`config.mk`:
```
export PLATFORM = sky130hd
export DESIGN_NAME = crp_ctrl
export DESIGN_NICKNAME = d
export VERILOG_FILES = /design/src/include/crp_pkg.sv /design/src/core/crp_ctrl.sv
export SDC_FILE = /design/constraint.sdc
export NUM_CORES = 1
export LEC_CHECK = 0
export ABC_AREA = 1
export BUFFER_PORTS_ARGS = -buffer_cell sky130_fd_sc_hd__buf_2
export CAP_MARGIN = 40
export CORE_MARGIN = 4
export CORE_UTILIZATION = 35
export CTS_CLUSTER_SIZE = 28
export DETAILED_ROUTE_END_ITERATION = 10
export REMOVE_ABC_BUFFERS = 1
export SLEW_MARGIN = 10
export SYNTH_ARGS = -nofsm -noshare
export SYNTH_HDL_FRONTEND = slang
export SYNTH_SLANG_ARGS = --single-unit
```
`constraint.sdc`:
```
create_clock -name clk_sys -period 17.1 [get_ports clk_sys]
set_clock_uncertainty 0.05 [all_clocks]
set_input_delay 3.42 -clock clk_sys [delete_from_list [all_inputs] [get_ports clk_sys]]
set_output_delay 3.42 -clock clk_sys [all_outputs]
set_load 0.02 [all_outputs]
```
`src/include/crp_pkg.sv`:
```
/*
 * crp_pkg: register indices, field positions, reset values, sequencer
 * states and timing counts for the output/reset/power-down controller.
 * Assumes a 20 MHz system clock and an APB master with 32-bit data.
 */
// Overview of operation
// - bit 0 of each output register puts that differential driver in safe off
// - bits 2:1 of each output register select the differential swing
// - each output has its own polarity bit, noninverting or inverting
// - distribution power-down shuts all drivers and removes distribution bias
// - safe off comes from driver bit, single-ended mode, channel or distribution power-down, or sleep
// - entering single-ended mode turns both A and B on, then each switchable
// - bits 6:5 enable single-ended drivers; disabled ones are tristated
// - power-on pulse reloads from memory if select pin high, else defaults
// - after power-on, align outputs and start toggling about 70 ms later
// - low reset pin resets, reloads per select pin, aligns outputs
// - pin reset: toggle after ~2 us (select low) or ~20 ms (high)
// - bits 2 and 5 of register zero request soft reset and reload
// - soft reset clears bits 2 and 5, keeps the rest of register zero
// - soft reset holds outputs static until one more serial clock arrives
// - memory reload bit works only with select low, self-clears, ~20 ms wait
// - sleep pin low powers down; registers, even new writes, survive
// - in sleep: PLL, dividers off, single-ended tristated, serial port alive
// - two-bit PLL power-down field picks asynchronous or synchronous mode
// - async powers down on update; sync waits for next charge pump event
// - channel bit 2 powers down its divider and all its drivers
// - written values, except register zero and the reload bit, take effect only on the update-all-registers write
// - alignment holds non-excluded channels static, then releases together
package crp_pkg;

  // ---------------------------------------------------------------------
  // geometry
  // ---------------------------------------------------------------------
  localparam int APB_AW      = 14;
  localparam int NUM_OUT     = 12;
  localparam int NUM_CH      = 4;
  localparam int OUTS_PER_CH = 3;
  localparam int TMR_W       = 21;

  // ---------------------------------------------------------------------
  // register indices (byte address is four times the index)
  // ---------------------------------------------------------------------
  localparam logic [11:0] IDX_SPCFG  = 12'h000;
  localparam logic [11:0] IDX_PLL    = 12'h010;
  localparam logic [11:0] IDX_OUT0   = 12'h0f0;
  localparam logic [11:0] IDX_CH0    = 12'h192;
  localparam logic [11:0] CH_STRIDE  = 12'h003;
  localparam logic [11:0] IDX_DIST   = 12'h230;
  localparam logic [11:0] IDX_UPD    = 12'h232;
  localparam logic [11:0] IDX_STAT   = 12'h234;
  localparam logic [11:0] IDX_NVM    = 12'hb02;

  // ---------------------------------------------------------------------
  // field positions
  // ---------------------------------------------------------------------
  localparam int SP_SRST_LO   = 2;
  localparam int SP_SRST_HI   = 5;
  localparam int OUT_PD_BIT   = 0;
  localparam int OUT_SW_LSB   = 1;
  localparam int OUT_SE_BIT   = 3;
  localparam int OUT_INV_BIT  = 4;
  localparam int OUT_SEA_BIT  = 5;
  localparam int OUT_SEB_BIT  = 6;
  localparam int CH_PD_BIT    = 2;
  localparam int CH_EXCL_BIT  = 6;
  localparam int DIST_SYNC_BIT = 0;
  localparam int DIST_PD_BIT  = 1;
  localparam int UPD_BIT      = 0;
  localparam int NVM_LD_BIT   = 1;

  // ---------------------------------------------------------------------
  // reset values and PLL modes
  // ---------------------------------------------------------------------
  localparam logic [7:0] SP_RST   = 8'h00;
  localparam logic [7:0] PLL_RST  = 8'h00;
  localparam logic [7:0] OUT_RST  = 8'h02;
  localparam logic [7:0] CH_RST   = 8'h00;
  localparam logic [7:0] DIST_RST = 8'h00;
  localparam logic [1:0] PLL_PD_ASYNC = 2'h1;
  localparam logic [1:0] PLL_PD_SYNC  = 2'h3;

  // ---------------------------------------------------------------------
  // timing
  // ---------------------------------------------------------------------
  localparam int unsigned CLK_HZ        = 20_000_000;
  localparam int unsigned CLK_PERIOD_NS = 50;
  localparam int unsigned POR_WAIT_MS   = 70;
  localparam int unsigned PIN_NVM_MS    = 20;
  localparam int unsigned NVM_WAIT_MS   = 20;
  localparam int unsigned PIN_DEF_NS    = 2000;
  localparam int unsigned POR_CYC       = POR_WAIT_MS * (CLK_HZ / 1000);
  localparam int unsigned PIN_NVM_CYC   = PIN_NVM_MS * (CLK_HZ / 1000);
  localparam int unsigned NVM_CYC       = NVM_WAIT_MS * (CLK_HZ / 1000);
  localparam int unsigned PIN_DEF_CYC   =
    (PIN_DEF_NS + CLK_PERIOD_NS - 1) / CLK_PERIOD_NS;

  // reset sequencer
  typedef enum logic [2:0] {
    SEQ_INIT = 3'h0,
    SEQ_RUN  = 3'h1,
    SEQ_HOLD = 3'h2,
    SEQ_TMR  = 3'h3,
    SEQ_SCLK = 3'h4
  } crp_seq_type;

endpackage : crp_pkg

```
`src/core/crp_ctrl.sv`:
```
/*
 * crp_ctrl: output driver configuration, reset sources and power-down
 * control behind an APB register port. All inputs are synchronous to
 * clk_sys; nonvolatile contents are written back by an outside loader
 * over APB while nvm_load_r is high.
 */
`timescale 1ns/1ps
module crp_ctrl import crp_pkg::*; #(
  parameter int unsigned POR_WAIT_CYC = POR_CYC,
  parameter int unsigned PIN_NVM_CYC_P = PIN_NVM_CYC,
  parameter int unsigned NVM_WAIT_CYC = NVM_CYC
) (
  // clock, reset, enable
  input  wire logic                  clk_sys,
  input  wire logic                  sys_rst,
  input  wire logic                  ce,
  // apb slave
  input  wire logic                  psel,
  input  wire logic                  penable,
  input  wire logic                  pwrite,
  input  wire logic [APB_AW-1:0]     paddr,
  input  wire logic [31:0]           pwdata,
  output logic      [31:0]           prdata,
  output logic                       pready,
  output logic                       pslverr,
  // reset and power pins, internal events
  input  wire logic                  por_pulse,
  input  wire logic                  reset_pin_n,
  input  wire logic                  mem_sel,
  input  wire logic                  chip_sleep_n,
  input  wire logic                  sclk_tick,
  input  wire logic                  cp_event,
  // driver and core controls
  output logic [NUM_OUT-1:0]         drv_pd,
  output logic [2*NUM_OUT-1:0]       drv_swing,
  output logic [NUM_OUT-1:0]         drv_invert,
  output logic [NUM_OUT-1:0]         se_a_en,
  output logic [NUM_OUT-1:0]         se_b_en,
  output logic                       dist_off,
  output logic [NUM_CH-1:0]          div_off,
  output logic [NUM_CH-1:0]          align_hold,
  output logic                       pll_off,
  output logic                       out_static,
  output logic                       nvm_load_r
);

  // ---------------------------------------------------------------------
  // state
  // ---------------------------------------------------------------------
  typedef struct packed {
    crp_seq_type                    seq;
    logic [TMR_W-1:0]               tmr;
    logic                           nvm_ld;
    logic [7:0]                     sp;
    logic [7:0]                     pll_sh;
    logic [7:0]                     pll_act;
    logic [NUM_OUT-1:0][7:0]        out_sh;
    logic [NUM_OUT-1:0][7:0]        out_act;
    logic [NUM_CH-1:0][7:0]         ch_sh;
    logic [NUM_CH-1:0][7:0]         ch_act;
    logic [7:0]                     dist_sh;
    logic [7:0]                     dist_act;
    logic [31:0]                    prdata;
    logic                           pready;
    logic                           pslverr;
    logic [NUM_OUT-1:0]             drv_pd;
    logic [2*NUM_OUT-1:0]           swing;
    logic [NUM_OUT-1:0]             inv;
    logic [NUM_OUT-1:0]             se_a;
    logic [NUM_OUT-1:0]             se_b;
    logic                           dist_off;
    logic [NUM_CH-1:0]              div_off;
    logic [NUM_CH-1:0]              align;
    logic                           pll_off;
    logic                           stat;
  } crp_state_type;

  crp_state_type s_r;
  crp_state_type s_nxt;

  // ---------------------------------------------------------------------
  // decode helpers
  // ---------------------------------------------------------------------
  // output register hit: 0x0f0..0x0fb
  function automatic logic is_out(input logic [11:0] idx);
    is_out = (idx >= IDX_OUT0) && (idx < IDX_OUT0 + 12'(NUM_OUT));
  endfunction : is_out

  function automatic logic [3:0] out_num(input logic [11:0] idx);
    out_num = 4'(idx - IDX_OUT0);
  endfunction : out_num

  // channel register hit: 0x192, 0x195, 0x198, 0x19b
  function automatic logic is_ch(input logic [11:0] idx);
    logic [11:0] d;
    d = idx - IDX_CH0;
    is_ch = (idx >= IDX_CH0) && (d < CH_STRIDE * 12'(NUM_CH))
            && (d % CH_STRIDE == 12'h000);
  endfunction : is_ch

  function automatic logic [1:0] ch_num(input logic [11:0] idx);
    ch_num = 2'((idx - IDX_CH0) / CH_STRIDE);
  endfunction : ch_num

  function automatic logic mapped(input logic [11:0] idx);
    mapped = is_out(idx) || is_ch(idx) || idx == IDX_SPCFG
             || idx == IDX_PLL || idx == IDX_DIST || idx == IDX_UPD
             || idx == IDX_STAT || idx == IDX_NVM;
  endfunction : mapped

  // defaults into shadow and live copies; register zero kept on request
  function automatic crp_state_type load_dflt(input crp_state_type s,
                                              input logic keep_sp);
    crp_state_type t;
    t = s;
    if (!keep_sp) begin
      t.sp = SP_RST;
    end
    t.pll_sh   = PLL_RST;
    t.pll_act  = PLL_RST;
    t.dist_sh  = DIST_RST;
    t.dist_act = DIST_RST;
    for (int i = 0; i < NUM_OUT; i++) begin
      t.out_sh[i]  = OUT_RST;
      t.out_act[i] = OUT_RST;
    end
    for (int k = 0; k < NUM_CH; k++) begin
      t.ch_sh[k]  = CH_RST;
      t.ch_act[k] = CH_RST;
    end
    load_dflt = t;
  endfunction : load_dflt

  // ---------------------------------------------------------------------
  // bus decode
  // ---------------------------------------------------------------------
  logic [11:0] idx;
  logic        acc;
  logic        wr_go;
  logic        sleep;
  logic [7:0]  rd_val;

  assign idx   = paddr[APB_AW-1:2];
  assign acc   = psel & penable;
  // the write lands on the edge where the master sees pready
  assign wr_go = acc & s_r.pready & pwrite & mapped(idx);
  assign sleep = ~chip_sleep_n;

  // read mux shows shadow copies, so software sees what it wrote
  always_comb begin
    rd_val = 8'h00;
    if (is_out(idx)) begin
      rd_val = s_r.out_sh[out_num(idx)];
    end else if (is_ch(idx)) begin
      rd_val = s_r.ch_sh[ch_num(idx)];
    end else begin
      case (idx)
        IDX_SPCFG: rd_val = s_r.sp;
        IDX_PLL:   rd_val = s_r.pll_sh;
        IDX_DIST:  rd_val = s_r.dist_sh;
        IDX_NVM:   rd_val = {6'h00, s_r.nvm_ld, 1'b0};
        IDX_STAT:  rd_val = {2'h0, s_r.seq, s_r.pll_off, sleep, s_r.stat};
        default:   rd_val = 8'h00;
      endcase
    end
  end

  // ---------------------------------------------------------------------
  // next state
  // ---------------------------------------------------------------------
  always_comb begin
    logic [7:0] w;
    logic [7:0] o;
    logic       soft_go;
    logic       nvm_go;
    logic       chpd;
    logic       kill;
    logic [3:0] oi;
    w       = pwdata[7:0];
    o       = 8'h00;
    soft_go = 1'b0;
    nvm_go  = 1'b0;
    chpd    = 1'b0;
    kill    = 1'b0;
    oi      = 4'h0;
    s_nxt   = s_r;
    if (ce) begin
      // apb: one wait state, then answer for exactly one cycle
      if (acc && !s_r.pready) begin
        s_nxt.pready  = 1'b1;
        s_nxt.prdata  = {24'h000000, rd_val};
        s_nxt.pslverr = ~mapped(idx);
      end else begin
        s_nxt.pready  = 1'b0;
        s_nxt.pslverr = 1'b0;
      end

      // register writes land in shadows; sleep does not block them
      if (wr_go) begin
        if (is_out(idx)) begin
          oi = out_num(idx);
          o  = w;
          // entering single-ended mode switches on both halves
          if (w[OUT_SE_BIT] && !s_r.out_sh[oi][OUT_SE_BIT]) begin
            o[OUT_SEA_BIT] = 1'b1;
            o[OUT_SEB_BIT] = 1'b1;
          end
          s_nxt.out_sh[oi] = o;
        end else if (is_ch(idx)) begin
          s_nxt.ch_sh[ch_num(idx)] = w;
        end else begin
          case (idx)
            IDX_SPCFG: begin
              s_nxt.sp = w;
              soft_go  = w[SP_SRST_LO] & w[SP_SRST_HI];
            end
            IDX_PLL:  s_nxt.pll_sh  = w;
            IDX_DIST: s_nxt.dist_sh = w;
            IDX_UPD: begin
              // shadow to live copy only on the update strobe
              if (w[UPD_BIT]) begin
                s_nxt.pll_act  = s_r.pll_sh;
                s_nxt.out_act  = s_r.out_sh;
                s_nxt.ch_act   = s_r.ch_sh;
                s_nxt.dist_act = s_r.dist_sh;
              end
            end
            IDX_NVM: nvm_go = w[NVM_LD_BIT] & ~mem_sel;
            default: ;
          endcase
        end
      end

      // reset sources, highest priority last so it wins
      case (s_r.seq)
        SEQ_INIT: begin
          s_nxt     = load_dflt(s_nxt, 1'b0);
          s_nxt.seq = SEQ_RUN;
        end
        SEQ_HOLD: begin
          // pin still low keeps everything in reset
          if (reset_pin_n) begin
            s_nxt.seq = SEQ_TMR;
            s_nxt.tmr = mem_sel ? TMR_W'(PIN_NVM_CYC_P - 1)
                                : TMR_W'(PIN_DEF_CYC - 1);
          end
        end
        SEQ_TMR: begin
          if (s_r.tmr == '0) begin
            s_nxt.seq    = SEQ_RUN;
            s_nxt.nvm_ld = 1'b0;
          end else begin
            s_nxt.tmr = s_r.tmr - 1'b1;
          end
        end
        SEQ_SCLK: begin
          // soft reset ends only on a further serial clock
          if (sclk_tick) begin
            s_nxt.sp[SP_SRST_LO] = s_nxt.sp[SP_SRST_LO] & (wr_go && idx == IDX_SPCFG);
            s_nxt.sp[SP_SRST_HI] = s_nxt.sp[SP_SRST_HI] & (wr_go && idx == IDX_SPCFG);
            s_nxt.seq            = SEQ_RUN;
            s_nxt.nvm_ld         = 1'b0;
          end
        end
        SEQ_RUN: ;
        default: s_nxt.seq = SEQ_INIT;
      endcase

      if (nvm_go && s_r.seq == SEQ_RUN) begin
        s_nxt        = load_dflt(s_nxt, 1'b1);
        s_nxt.nvm_ld = 1'b1;
        s_nxt.seq    = SEQ_TMR;
        s_nxt.tmr    = TMR_W'(NVM_WAIT_CYC - 1);
      end
      if (soft_go) begin
        // other bits of register zero survive the reload
        s_nxt        = load_dflt(s_nxt, 1'b1);
        s_nxt.nvm_ld = mem_sel;
        s_nxt.seq    = SEQ_SCLK;
      end
      if (!reset_pin_n) begin
        s_nxt        = load_dflt(s_nxt, 1'b0);
        s_nxt.nvm_ld = mem_sel;
        s_nxt.seq    = SEQ_HOLD;
      end
      if (por_pulse) begin
        s_nxt        = load_dflt(s_nxt, 1'b0);
        s_nxt.nvm_ld = mem_sel;
        s_nxt.seq    = SEQ_TMR;
        s_nxt.tmr    = TMR_W'(POR_WAIT_CYC - 1);
      end

      // any running reset sequence freezes the outputs
      s_nxt.stat = (s_r.seq != SEQ_RUN);

      // output drivers from live copies
      s_nxt.dist_off = s_r.dist_act[DIST_PD_BIT];
      for (int i = 0; i < NUM_OUT; i++) begin
        chpd = s_r.ch_act[i / OUTS_PER_CH][CH_PD_BIT];
        kill = chpd | sleep | s_r.dist_act[DIST_PD_BIT];
        // safe off from own bit, single-ended mode, channel, sleep or total shutdown
        s_nxt.drv_pd[i] = s_r.out_act[i][OUT_PD_BIT]
                          | kill
                          | s_r.out_act[i][OUT_SE_BIT];
        s_nxt.swing[2*i +: 2] =
          s_r.out_act[i][OUT_SW_LSB +: 2];
        s_nxt.inv[i] = s_r.out_act[i][OUT_INV_BIT];
        // a disabled single-ended half is tristated by the pad
        s_nxt.se_a[i] = s_r.out_act[i][OUT_SE_BIT]
                        & s_r.out_act[i][OUT_SEA_BIT] & ~kill;
        s_nxt.se_b[i] = s_r.out_act[i][OUT_SE_BIT]
                        & s_r.out_act[i][OUT_SEB_BIT] & ~kill;
      end

      // dividers and alignment hold per channel
      for (int k = 0; k < NUM_CH; k++) begin
        s_nxt.div_off[k] = s_r.ch_act[k][CH_PD_BIT]
                           | sleep;
        // excluded channels keep running through an alignment
        s_nxt.align[k] = ~s_r.ch_act[k][CH_EXCL_BIT]
                         & (s_r.seq != SEQ_RUN
                            | s_r.dist_act[DIST_SYNC_BIT]
                            | s_r.dist_act[DIST_PD_BIT]
                            | sleep);
      end

      // pll power-down: sync mode waits for the pump so no frequency jump
      if (sleep) begin
        s_nxt.pll_off = 1'b1;
      end else begin
        case (s_r.pll_act[1:0])
          PLL_PD_ASYNC: s_nxt.pll_off = 1'b1;
          PLL_PD_SYNC:  s_nxt.pll_off = s_r.pll_off | cp_event;
          default:      s_nxt.pll_off = 1'b0;
        endcase
      end
    end
  end

  // ---------------------------------------------------------------------
  // state register
  // ---------------------------------------------------------------------
  // reset to zero; the INIT state loads real defaults one cycle later
  always_ff @(posedge clk_sys) begin
    if (sys_rst) begin
      s_r <= '0;
    end else begin
      s_r <= s_nxt;
    end
  end

  // ---------------------------------------------------------------------
  // outputs
  // ---------------------------------------------------------------------
  assign prdata     = s_r.prdata;
  assign pready     = s_r.pready;
  assign pslverr    = s_r.pslverr;
  assign drv_pd     = s_r.drv_pd;
  assign drv_swing  = s_r.swing;
  assign drv_invert = s_r.inv;
  assign se_a_en    = s_r.se_a;
  assign se_b_en    = s_r.se_b;
  assign dist_off   = s_r.dist_off;
  assign div_off    = s_r.div_off;
  assign align_hold = s_r.align;
  assign pll_off    = s_r.pll_off;
  assign out_static = s_r.stat;
  assign nvm_load_r = s_r.nvm_ld;

endmodule : crp_ctrl

```
==> results of run 1 <==
[worst max-delay path: cells and delay by family]
kind / cells / cell delay (ns)
compound gates: 2 / 0.43
fa+ha+maj: 3 / 0.67
simple gates: 43 / 5.60
buf+inv: 6 / 1.13
[worst paths after layout]
kind	endpoint	slack [ns]
worst min-delay path	drv_swing[10]	0.41
worst min register to register	drv_swing[10]	0.41
worst max-delay path	s_r[215]	6.18
worst max register to register	s_r[215]	13.26
[kinds of logic (layout without fill, tap and decap cells)]
kind of cell / after synthesis / after routing / share of synthesized area [%]
compound gates: 508 / 508 / 14.28
xor+xnor: 11 / 11 / 0.4929
fa+ha+maj: 6 / 6 / 0.3841
buf+inv: 529 / 491 / 13.92
flops: 366 / 366 / 37.49
other cells: 1 / 24 / 0.01919
simple gates: 1465 / 1465 / 33.41
[layout by cell type (no fill, tap or decap), drive strengths merged, types with 51 or more instances in the layout]
| master | n |
|---|---|
| a21oi | 196 |
| nand3 | 137 |
| clkbuf | 51 |
| nand2 | 594 |
| o21ai | 209 |
| buf | 153 |
| dfxtp | 366 |
| inv | 265 |
| nor3 | 105 |
| nand4 | 104 |
| nor2 | 509 |
[layout make-up]
cell class,count,area (um^2)
fill,5961,34200
timing repair buffer,153,868.3
inverter,270,1023
clock inverter,17,178.9
clock buffer,51,1082
tap,748,935.9
sequential,366,7327
multi-input combinational,2014,9589
[registers in the layout, indices dropped and copies added, names as in the netlist]
register and cells:
pslverr 1, div_off 4, pll_off 1, nvm_load_r 1, pready 1, se_a_en 12, dist_off 1, drv_swing 24
se_b_en 12, s_r 272, drv_invert 12, out_static 1, drv_pd 12, align_hold 4, prdata 8
[metal layers]
layer	up-vias	wire [um]	GRT usage, %
li1	9247	-	-
met1	8429	28220	28.25
met2	615	27700	31.60
met3	114	5053	3.816
met4	2	1974	6.802
met5	-	20	0
[report_power, final]
group	switching, mW	internal (mW)	total [mW]
combinational	0.301	0.107	0.409
clock	0.362	0.493	0.855
sequential	0.0241	0.899	0.923
[through the flow]
stage               cells  total power, mW  hold slack (ns)  utilization [%]
floorplan            2650            1.214           0.3815                -
detailed placement   3551            1.346           0.3969            35.77
CTS                  3619            2.201           0.4115            38.05
finish               3619            2.187           0.4085            38.05
global placement     3546            1.342           0.3997            35.67
global route         3619            2.292           0.4229            38.05
==> results.yml, run 1 <==
run_status:
  status: "complete, no violations"
setup_path:
  critPathKind: "in -> reg"
  crit_top_cell: "nand2_1"
  arrival_ns: 11.36
  crit_fanout: 71
  crit_path_end_kind: "flip-flop"
  slowest_delay_ns: 0.67
  start_kind: "primary input"
  r2r_cells: 13
  required_ns: 17.54
  critical_path.reg2reg.startpoint: "s_r[436]"
  slowest_stage: "nand2_4"
  critPathLaunch: "paddr[3]"
synth:
  avgSynthCellArea_um2: 6.772
  syn_inst: 2886
  ys_seq_elements: 366
  synth.top_cell.area_share_pct: 37.49
  yosys.area.top_type: "dfxtp_1"
  seq_area_frac_synth_pct: 37.49
  yosys_warnings: 0
  synth.most_common_cell: "nand2_1"
  synth_ff_type: "dfxtp_1"
  async_flop_share_pct: 0
  synthTopCellsByCount: "nand2_1 (570), nor2_1 (484), dfxtp_1 (366)"
  synth_top_cells_by_area: "dfxtp_1 (37%), nand2_1 (11%), nor2_1 (9.3%)"
  synth_area_mm2: 0.01954
  yosysUniqueCellTypes: 68
  synth_edf_count: 0
run:
  max_cap_viol_count: 0
floorplan:
  die_h_um: 244.3
  die-area_mm2: 0.05968
  coreArea_mm2: 0.05520
  initial_core_util_pct: 35.41
  io_pins: 176
  die_w_um: 244.3
  fp-row-count: 86
cells_and_area:
  final_cell_area_mm2: 0.02101
  syn2layout_area_growth_pct: 7.477
  drive_above_1_share_pct: 11.01
  nNetsFinal: 2909
  n_antenna_cell: 0
drt:
  vias: 18407
  ant_nets: 0
  drt-total-wl_um: 62970
  viasPerCell: 5.086
  drc: 0
  wl_per_cell_um: 17.40
  drt_pass1_iterations: 6
  dr.first_iter.drc_count: 1710
pwr:
  power.density_mw_per_mm2: 104.1
  p_leak_nw: 8.805
  peakVddDrop_mv: 0.07885
place:
  pre_cts_ws_ns: 5.764
  dpl.hpwl_um: 42960
  io_buffers: 125
  place_congestion: 0.9381
  dpl_cell_area_mm2: 0.01974
hold_path:
  hold_class: "reg -> reg"
  worstHoldPathCells: 2
  min-delay-start: "s_r[238]"
global_routing:
  grt_pass1_vias: 16779
  antenna_found_initial: 1
  track_usage_pct: 20.28
  grt_pass1_wl_um: 97250
  global_route.overflow_total: 0
  grt_max_degree: 156
clock_tree:
  ctsResizeCount: 0
  h-tree-depth: 2
  cts_tree: "built"
  clk_latency_ns: 0.56
  cts_buffer_depth: 3
  cts-root-buf: "clkbuf_16"
  hold_buffers: 0
  clk_pin_slew_ns: 0.06
  post_cts_buffers: 0
  cts_sinks: 366
  cts_buffers: 40
timing:
  worst_slew_pin_slew_ns: 0.9457
  fin_tns_setup_ns: 0
  timing.final.hold_violations: 0
  fin_crit_ns: 10.92
  drv_slew: 0
  period_share_pct: 63.86
  clock.fmax_mhz: 91.58
  finalSetupViolations: 0
  slew-limit-headroom_pct: 36.72
  rsz0062_at_grt: "no"
  worst_slack_ns: 6.180
No activity file was read; power rests on OpenSTA's default activity.
==> inputs of run 2 (changes only) <==
Clock period 17.1 ns to 10.6 ns, I/O delays scaled along.
==> run 2 against run 1 <==
Against the previous run: non-clock buffer count grew 6; clock-buffer cell count grew 8; die area is the same; final area grew 1.2%; worst hold slack lost 0.0076 ns.
==> results.yml, run 2 (same netlist as run 1, synthesis figures left out) <==
drt:
  wl_per_cell_um: 17.43
  ant_nets: 0
  drt_pass1_iterations: 6
  drc: 0
  drt-total-wl_um: 63340
  vias: 18611
  dr.first_iter.drc_count: 1582
  viasPerCell: 5.123
pwr:
  p_leak_nw: 8.927
  peakVddDrop_mv: 0.1114
  power.density_mw_per_mm2: 172.2
clock_tree:
  hold_buffers: 0
  clk_pin_slew_ns: 0.06
  cts_tree: "built"
  cts-root-buf: "clkbuf_16"
  cts_buffer_depth: 3
  h-tree-depth: 2
  clk_latency_ns: 0.59
  ctsResizeCount: 0
  cts_buffers: 42
  cts_sinks: 366
  post_cts_buffers: 0
timing:
  fin_crit_ns: 9.114
  rsz0062_at_grt: "no"
  clock.fmax_mhz: 109.7
  slew-limit-headroom_pct: 35.96
  fin_tns_setup_ns: 0
  drv_slew: 0
  finalSetupViolations: 0
  timing.final.hold_violations: 0
  worst_slack_ns: 1.486
  period_share_pct: 85.98
  worst_slew_pin_slew_ns: 0.9570
setup_path:
  path_buf_inv: 6
  cp_top_family: "simple AND/OR/NAND/NOR gates"
  cp.depth: 50
  crit_path_end_kind: "flip-flop"
  crit_top_cell: "nand2_1"
  slowest_delay_ns: 0.54
  crit_fanout: 19
  arrival_ns: 9.52
  start_kind: "primary input"
  slowest_stage: "nand3_1"
  required_ns: 11.00
  r2r_cells: 12
  critPathKind: "in -> reg"
hold_path:
  hold_class: "reg -> reg"
  worstHoldPathCells: 2
floorplan:
  fp-row-count: 86
  initial_core_util_pct: 35.41
  coreArea_mm2: 0.05520
  die_h_um: 244.3
  die_w_um: 244.3
  io_pins: 176
  die-area_mm2: 0.05968
cells_and_area:
  filler_cell_count: 5961
  largest_reg_flops: 272
  final_cell_area_mm2: 0.02127
  register_area_mm2: 0.007327
  final_core_util_pct: 38.52
  mostFrequentLayoutCells: "nand2_1 (570), nor2_1 (483), dfxtp_1 (366)"
  syn2layout_area_growth_pct: 8.809
  multiInputGateArea_mm2: 0.009589
  n_antenna_cell: 0
  nNetsFinal: 2917
  top_register: "s_r"
  drive_above_1_share_pct: 11.47
  layout_commonest_cell: "nand2_1"
place:
  io_buffers: 125
  dpl.hpwl_um: 43410
  place_congestion: 0.9578
  pre_cts_ws_ns: 1.056
  dpl_cell_area_mm2: 0.01983
global_routing:
  track_usage_pct: 20.48
  global_route.overflow_total: 0
  antenna_found_initial: 2
  grt_pass1_vias: 17189
  grt_max_degree: 119
  grt_pass1_wl_um: 98230
run:
  max_cap_viol_count: 0
run_status:
  status: "complete, no violations"
[run 2: cell count changes in the layout (fill, tap and decap cells not counted), sizes merged]
| cell | change |
|---|---|
| clkinvlp | +1 |
| clkinv | -1 |
| buf | +6 |
| clkbuf | +8 |
[run 2: metrics by stage]
stage          total power, mW  hold slack [ns]  cells
2_1_floorplan            1.958           0.3815   2650
3_3_place_gp             2.165           0.3999   3551
6_report                 3.663           0.4008   3633
3_5_place_dp             2.172           0.3971   3557
5_1_grt                  3.831           0.4297   3633
4_1_cts                  3.689           0.3988   3633
[run 2: worst paths after layout]
check / start / slack (ns) / end
max: paddr[3] / 1.49 / s_r[198]
min: s_r[238] / 0.40 / drv_swing[10]
max reg2reg: s_r[435] / 7.21 / s_r[198]
min reg2reg: s_r[238] / 0.40 / drv_swing[10]
[run 2: worst min-delay path, cell delays in order (launching register included)]
cell     delay [ns]
dfxtp_1        0.30
inv_1          0.06
a21oi_1        0.06
[run 2: power by group]
group          total, mW  switching (mW)  internal (mW)  leakage [nW]
registers           1.49          0.0384           1.45          3.00
clock network       1.51           0.621          0.892         0.709
logic              0.661           0.485          0.176          5.22
[run 2: final cells by class]
class | instances | area share, %
repair buffers | 159 | 4.483
inverters | 270 | 4.813
clock buffers | 59 | 5.813
multi-input cells | 2014 | 45.09
clock inverters | 17 | 0.9414
flip-flops and latches | 366 | 34.46
well taps | 748 | 4.401
[run 2: metal layers]
layer	global-route usage, %	part of all wire [%]	vias up
met5	0	0.021	-
met3	4.090	7.4	156
met2	32.07	44	673
li1	-	-	9270
met4	7.595	3.9	2
met1	27.96	45	8510
